**config.mk**
```make
export PLATFORM = sky130hd
export DESIGN_NAME = card_socket_interface_status
export DESIGN_NICKNAME = d
export VERILOG_FILES = /design/src/include/sock_status_pkg.sv /design/src/include/sync_bus_if.sv /design/src/hw/pin_sync.sv /design/src/hw/card_socket_interface_status.sv
export SDC_FILE = /design/constraint.sdc
export NUM_CORES = 1
export LEC_CHECK = 0
export ABC_CLOCK_PERIOD_IN_PS = 1240
export BUFFER_PORTS_ARGS = -buffer_cell sky130_fd_sc_hd__buf_2
export CAP_MARGIN = 10
export CORE_AREA = 2 2 52 54
export DETAILED_ROUTE_END_ITERATION = 16
export DIE_AREA = 0 0 54 56
export GPL_TIMING_DRIVEN = 0
export PLACE_DENSITY = 0.8
export SLEW_MARGIN = 20
export SYNTH_ARGS = -nofsm -noshare
export SYNTH_HDL_FRONTEND = slang
export SYNTH_SLANG_ARGS = --single-unit
```
**constraint.sdc**
```tcl
create_clock -name clk -period 1.24 [get_ports clk]
set_clock_uncertainty 0.15 [all_clocks]
set_input_delay 0.062 -clock clk [delete_from_list [all_inputs] [get_ports clk]]
set_output_delay 0.062 -clock clk [all_outputs]
set_load 0.01 [all_outputs]
```
**src/include/sock_status_pkg.sv**
```systemverilog
// Constants for the socket interface status register block
package sock_status_pkg;
  // Address map, byte offsets inside the socket register space
  localparam int ADDR_W = 12;
  localparam logic [11:0] SOCK_SPACE_BASE = 12'h800;
  localparam logic [11:0] SOCKET_STRIDE = 12'h040;
  localparam logic [11:0] STATUS_OFS = 12'h001;
  localparam logic [11:0] STATUS_ADDR_A = 12'h801;
  localparam logic [11:0] STATUS_ADDR_B = 12'h841;
  // Field positions in the status byte
  localparam int BIT_RSVD = 7;
  localparam int BIT_PWR = 6;
  localparam int BIT_READY = 5;
  localparam int BIT_WP = 4;
  localparam int BIT_CD2 = 3;
  localparam int BIT_CD1 = 2;
  localparam int BIT_BVD_HI = 1;
  localparam int BIT_BVD_LO = 0;
  // Positions of the socket pins in the synchronised vector
  localparam int PIN_BVD1 = 0;
  localparam int PIN_BVD2 = 1;
  localparam int PIN_CD1N = 2;
  localparam int PIN_CD2N = 3;
  localparam int PIN_WP = 4;
  localparam int PIN_READY = 5;
  localparam int PIN_COUNT = 6;
  // Reset values, latencies in clock cycles and the socket count limit
  localparam logic [7:0] STATUS_RESET = 8'h00;
  localparam int SYNC_STAGES = 2;
  localparam int READ_LATENCY = 1;
  localparam int MAX_SOCKETS = 2;
endpackage : sock_status_pkg

```
**src/include/sync_bus_if.sv**
```systemverilog
// Carrier for synchronised socket pin levels between design modules
`timescale 1ns/100ps
interface sync_bus_if #(
  parameter int WIDTH = 6
);
  logic [WIDTH-1:0] level;
  modport src (output level);
  modport dst (input level);
endinterface : sync_bus_if

```
**src/hw/pin_sync.sv**
```systemverilog
// Two-stage synchroniser for the asynchronous socket pins
`timescale 1ns/100ps
module pin_sync #(
  parameter int WIDTH = 6
) (
  // Clock and reset
  input wire logic clk,
  input wire logic arst_n,
  // Raw pins and synchronised result
  input wire logic [WIDTH-1:0] rawPins,
  sync_bus_if.src syncOut
);
  // Elaboration check on the width
  if (WIDTH < 1) begin : g_bad_width
    $error("WIDTH must be at least 1");
  end

  logic [WIDTH-1:0] stage1_r;
  logic [WIDTH-1:0] stage2_r;

  // First stage feeds only the second, never any logic
  always_ff @(posedge clk or negedge arst_n) begin
    if (!arst_n) begin
      stage1_r <= '0;
    end else begin
      stage1_r <= rawPins;
    end
  end

  // Second stage is the only one the register may see
  always_ff @(posedge clk or negedge arst_n) begin
    if (!arst_n) begin
      stage2_r <= '0;
    end else begin
      stage2_r <= stage1_r;
    end
  end

  assign syncOut.level = stage2_r;
endmodule : pin_sync

```
**src/hw/card_socket_interface_status.sv**
```systemverilog
// Read-only socket interface status register, one byte per socket
//
// Functional notes
// - Bit 7 always reads zero; writes to it have no effect.
// - Bit 6 shows socket power on, zero when off and after reset.
// - Bit 5 follows the card READY level.
// - Bit 4 equals the card write protect level; one means read-only.
// - Bit 3 is the inverse of the second card detect pin.
// - Bit 2 is the inverse of the first card detect pin.
// - Memory card: bits 1:0 carry BVD2 high, BVD1 low.
// - I/O card: bits 1:0 carry SPKR high, STSCHG low, undecoded.
// - After reset top two bits read zero, lower six follow the socket.
// - Register sits at offset 01h for socket A, 41h for socket B.
`timescale 1ns/100ps
module card_socket_interface_status #(
  parameter int NumSockets = 2
) (
  // Clock and reset
  input wire logic clk,
  input wire logic arst_n,
  // Register read port
  input wire logic regRd,
  input wire logic [11:0] regAddr,
  output logic [7:0] regRdData,
  output logic regRdValid,
  // Power state from the power control logic
  input wire logic [NumSockets-1:0] socketPowerOn,
  // Socket pins, asynchronous to clk
  input wire logic [NumSockets-1:0] cardReady,
  input wire logic [NumSockets-1:0] cardWriteProtect,
  input wire logic [NumSockets-1:0] cardDetectOne_n,
  input wire logic [NumSockets-1:0] cardDetectTwo_n,
  input wire logic [NumSockets-1:0] bvd1Stschg,
  input wire logic [NumSockets-1:0] bvd2Spkr
);
  localparam int SyncW = NumSockets * sock_status_pkg::PIN_COUNT;

  // Elaboration check on the socket count
  if (NumSockets < 1 || NumSockets > sock_status_pkg::MAX_SOCKETS) begin : g_bad_count
    $error("NumSockets must be 1 or 2");
  end

  logic [SyncW-1:0] rawPins;
  logic [NumSockets-1:0] socketPowerOn_r;
  logic [7:0] statusWord [NumSockets];
  logic [7:0] rdData_nxt;
  logic [7:0] regRdData_r;
  logic regRdValid_r;

  sync_bus_if #(.WIDTH(SyncW)) pinBus ();

  // Decode a byte address to a socket number, minus one when unmapped
  function automatic int socketOf(input logic [11:0] addr);
    int hit;
    hit = -1;
    for (int s = 0; s < NumSockets; s++) begin
      if (addr == 12'(sock_status_pkg::SOCK_SPACE_BASE + sock_status_pkg::STATUS_OFS
                      + 12'(s) * sock_status_pkg::SOCKET_STRIDE)) begin
        hit = s;
      end
    end
    return hit;
  endfunction : socketOf

  // Pack pins per socket and derive each status byte
  for (genvar s = 0; s < NumSockets; s++) begin : g_socket
    localparam int B = s * sock_status_pkg::PIN_COUNT;
    assign rawPins[B + sock_status_pkg::PIN_BVD1] = bvd1Stschg[s];
    assign rawPins[B + sock_status_pkg::PIN_BVD2] = bvd2Spkr[s];
    assign rawPins[B + sock_status_pkg::PIN_CD1N] = cardDetectOne_n[s];
    assign rawPins[B + sock_status_pkg::PIN_CD2N] = cardDetectTwo_n[s];
    assign rawPins[B + sock_status_pkg::PIN_WP] = cardWriteProtect[s];
    assign rawPins[B + sock_status_pkg::PIN_READY] = cardReady[s];

    // Reserved bit tied low, write path does not exist
    assign statusWord[s][sock_status_pkg::BIT_RSVD] = 1'b0;
    assign statusWord[s][sock_status_pkg::BIT_PWR] = socketPowerOn_r[s];
    assign statusWord[s][sock_status_pkg::BIT_READY] =
      pinBus.level[B + sock_status_pkg::PIN_READY];
    assign statusWord[s][sock_status_pkg::BIT_WP] =
      pinBus.level[B + sock_status_pkg::PIN_WP];
    // Detect pins are active low, the bits report insertion
    assign statusWord[s][sock_status_pkg::BIT_CD2] =
      ~pinBus.level[B + sock_status_pkg::PIN_CD2N];
    assign statusWord[s][sock_status_pkg::BIT_CD1] =
      ~pinBus.level[B + sock_status_pkg::PIN_CD1N];
    // Shared pins: BVD2/SPKR and BVD1/STSCHG, so no mode mux needed
    assign statusWord[s][sock_status_pkg::BIT_BVD_HI] =
      pinBus.level[B + sock_status_pkg::PIN_BVD2];
    assign statusWord[s][sock_status_pkg::BIT_BVD_LO] =
      pinBus.level[B + sock_status_pkg::PIN_BVD1];
  end

  // Pins change at card whim, so sample them through two flops
  pin_sync #(.WIDTH(SyncW)) u_sync (
    .clk(clk),
    .arst_n(arst_n),
    .rawPins(rawPins),
    .syncOut(pinBus.src)
  );

  // Power state is already in this domain, one register stage
  always_ff @(posedge clk or negedge arst_n) begin
    if (!arst_n) begin
      socketPowerOn_r <= '0;
    end else begin
      socketPowerOn_r <= socketPowerOn;
    end
  end

  // Read mux; unmapped addresses answer zero
  always_comb begin
    int sel;
    sel = socketOf(regAddr);
    rdData_nxt = 8'h00;
    if (sel >= 0) begin
      rdData_nxt = statusWord[sel];
    end
  end

  // Read data is held until the next read
  always_ff @(posedge clk or negedge arst_n) begin
    if (!arst_n) begin
      regRdData_r <= sock_status_pkg::STATUS_RESET;
    end else if (regRd) begin
      regRdData_r <= rdData_nxt;
    end
  end

  // One-cycle valid pulse per read
  always_ff @(posedge clk or negedge arst_n) begin
    if (!arst_n) begin
      regRdValid_r <= 1'b0;
    end else begin
      regRdValid_r <= regRd;
    end
  end

  assign regRdData = regRdData_r;
  assign regRdValid = regRdValid_r;

  // Cycles since reset release, saturating, for the reset check and the pin checks
  logic [1:0] sinceReset_r;
  always_ff @(posedge clk or negedge arst_n) begin
    if (!arst_n) begin
      sinceReset_r <= 2'h0;
    end else if (sinceReset_r != 2'h3) begin
      sinceReset_r <= sinceReset_r + 2'h1;
    end
  end

  if (NumSockets > 1) begin : g_b_check

  end
endmodule : card_socket_interface_status

```
==> reports/metrics.cfg <==
[timing]
holdWs_ps = -83.59
finalCriticalPeriod_ps = 1069
slew_headroom_pct = 54.20
setup_slack_ps = 171.0
fin_setup_tns_ps = 0
hold_viol_final = 7
setup_viol = 0
fmax_ghz = 0.9355
maxSlewViolCount = 0
rsz0062_at_grt = no
tightest_slew_ps = 687.1
fin_crit_sh_pct = 86.21

[worst_hold_path]
hold_class = primary input to register

[global_routing]
overflow = 0
antenna_found_initial = 0
grt_pass1_wl_um = 2525
grt_pass1_vias = 645
groute.usage.overall_pct = 12.09
grt_max_degree = 35

[power]
p_leak_nw = 0.7439
p_sw_share_pct = 20.26
peakVddDrop_uv = 958.0
switchingPower_uw = 422.3
seqPwrFrac_pct = 55.7
pwr-share-clk_pct = 37.2
internal_power_mw = 1.662
p_per_area_nw_per_um2 = 1350
pwr-share-comb_pct = 7.1

[layout]
syn2layout_area_growth_pct = 41.84
nets = 150
final_area_um2 = 1544
diodes = 0
drive_gt1_share_pct = 42.62

[clocking]
clkLatencyLatePin_ps = 320
numCtsBuffers = 5
hold_buffers = 16
cts_buffer_depth = 2
ctsRootBufferMaster = clkbuf_4
clkTransAtPathRegs_ps = 100
post_cts_resize_count = 0
htree_levels = 2
cts.sinks = 34
cts_tree = done

[critical_path]
max_stage_delay_ps = 400
cp_slowest_cell = dfrtp_1
cp_top_family = flip-flops
startpoint_type = register
critPathArrivalTime_ps = 860
crit_chain = buf_2
cp.buffers_inverters = 1
worstSetupEndpointType = output port
required_ps = 1030
path_max_fanout = 2
crit_type = register to output port

[drt]
routed_wl_um = 1595
vias = 657
dr.pass1.iters = 3
via_per_inst = 4.322
wl_per_cell_um = 10.49
ant_nets = 0
drcViolationCount = 0
dr.first_iter.drc_count = 3

[floorplanning]
ios = 38
chipWidth_um = 54
core_area_um2 = 2432
die_area_um2 = 3024
num_rows = 18
die_h_um = 56
initial_core_util_pct = 44.75

[logic_synthesis]
yosysMostFrequentCell = dfrtp_1
synth.distinct_cells = 13
synth_seq_cells = 34
synthesis.nets = 92
synth_edf_count = 0
synth_area_um2 = 1089
ys_warn_count = 0
async_reset_ff_share_pct = 100.0
synth_top_area_share_pct = 78.16
synth-main-ff-cell = dfrtp_1
synthCells = 63
yosys-top-cells-count = 34 x dfrtp_1, 7 x inv_1, 6 x o22ai_1, 4 x mux2i_1, 3 x mux2_2
ys_top_cells_by_area = dfrtp_1 78%, nor4b_4 4.4%, mux2i_1 3.7%, o22ai_1 3.4%, mux2_2 3.1%
avgSynthCellArea_um2 = 17.28
yosys.area.top_type = dfrtp_1
seq_area_frac_synth_pct = 78.16

[placement]
dpl.hpwl_um = 1051
io_buffers = 35
place_ws_ps = 56.59
place_area_um2 = 1301
gp_congestion = 0.6143

[status]
status = finished with violations
violations = hold timing

[job]
max-cap-violations = 0

-- state kept, by name, summed over array words and instances (netlist names) --
| signal | cells |
|---|---|
| u_sync.stage1_r | 12 |
| socketPowerOn_r | 2 |
| u_sync.syncOut.level | 12 |
| regRdValid | 1 |
| regRdData | 7 |
-- through the flow --
stage	std cells	util, %	hold WS [ps]	power, mW
after floorplan	63	-	-383.6	1.217
after global placement	128	53.50	-22.87	1.291
after detailed placement	128	53.50	-9.807	1.296
after CTS	152	63.48	-92.85	2.107
after global routing	152	63.48	-72.12	2.176
final	152	63.48	-83.59	2.085
-- layout by cell type, fill, tap and decap left out, types with 2 or more instances in the layout --
cell | Yosys | final
buf_2 | 1 | 36
clkbuf_4 | 0 | 5
clkinvlp_4 | 0 | 2
dfrtp_1 | 34 | 34
dlygate4sd3_1 | 0 | 16
inv_1 | 7 | 7
mux2_2 | 3 | 3
mux2i_1 | 4 | 4
nor4b_4 | 2 | 2
o22ai_1 | 6 | 6
-- power groups by stage --
| stage | Combinational, mW | Clock [mW] | Sequential [mW] |
|---|---|---|---|
| after floorplan | 0.0346 | 0 | 1.18 |
| after global placement | 0.108 | 0 | 1.18 |
| after detailed placement | 0.113 | 0 | 1.18 |
| after CTS | 0.151 | 0.794 | 1.16 |
| after global routing | 0.165 | 0.844 | 1.17 |
| final | 0.147 | 0.775 | 1.16 |
-- layout make-up --
type / instances / area, um2
plain buffers: 2 / 12.51
clock buffers: 5 / 37.54
clock inverters: 3 / 45.04
fillers: 174 / 888.4
inverters: 7 / 26.28
multi-input cells: 20 / 198.9
flip-flops and latches: 34 / 850.8
well taps: 30 / 37.54
repair buffers: 51 / 335.3
-- routing by layer --
layer  wire [um]  up-vias  track usage, %
met5           0        -               0
met4          12        0           5.357
met3         170        2           5.645
met2         724       37           20.73
met1         687      290           11.91
li1            -      328               -
-- tightest hold or removal path: cells and delay by family --
family | cells | cell delay (ps)
AO/OA/AOI/OAI | 1 | 70
buffers and inverters | 1 | 100
AND/OR/NAND/NOR | 2 | 110
-- worst paths after layout --
check | from | to | slack (ps) | cells past startpoint
worst max-delay path | regRdData[1]$_DFFE_PN0P_ | regRdData[1] | 170 | 1
worst min-delay path | regAddr[3] | regRdData[5]$_DFFE_PN0P_ | -80 | 4
worst max register to register | u_sync.syncOut.level[5]$_DFF_PN0_ | regRdData[5]$_DFFE_PN0P_ | 190 | 3
worst min register to register | u_sync.stage1_r[1]$_DFF_PN0_ | u_sync.syncOut.level[1]$_DFF_PN0_ | 210 | 0
max in group asynchronous | arst_n | regRdData[5]$_DFFE_PN0P_ | 340 | 2
min in group asynchronous | arst_n | u_sync.syncOut.level[9]$_DFF_PN0_ | 170 | 2
-- logic make-up (layout without fill, tap and decap cells) --
family | after synthesis | after routing | synth area share (%)
AOI/OAI and AO/OA | 7 | 7 | 3.908
buffers and inverters | 9 | 68 | 3.563
DFF | 34 | 34 | 78.16
muxes | 7 | 7 | 6.782
other | 1 | 1 | 0.3445
and+or+nand+nor | 5 | 5 | 7.242
-- timing repair --
item	in CTS	in global routing
setup buffers	0	0
endpoints found under the hold margin	56	7
endpoints found under the setup margin	0	0
Power figures use the tool's default switching activity.
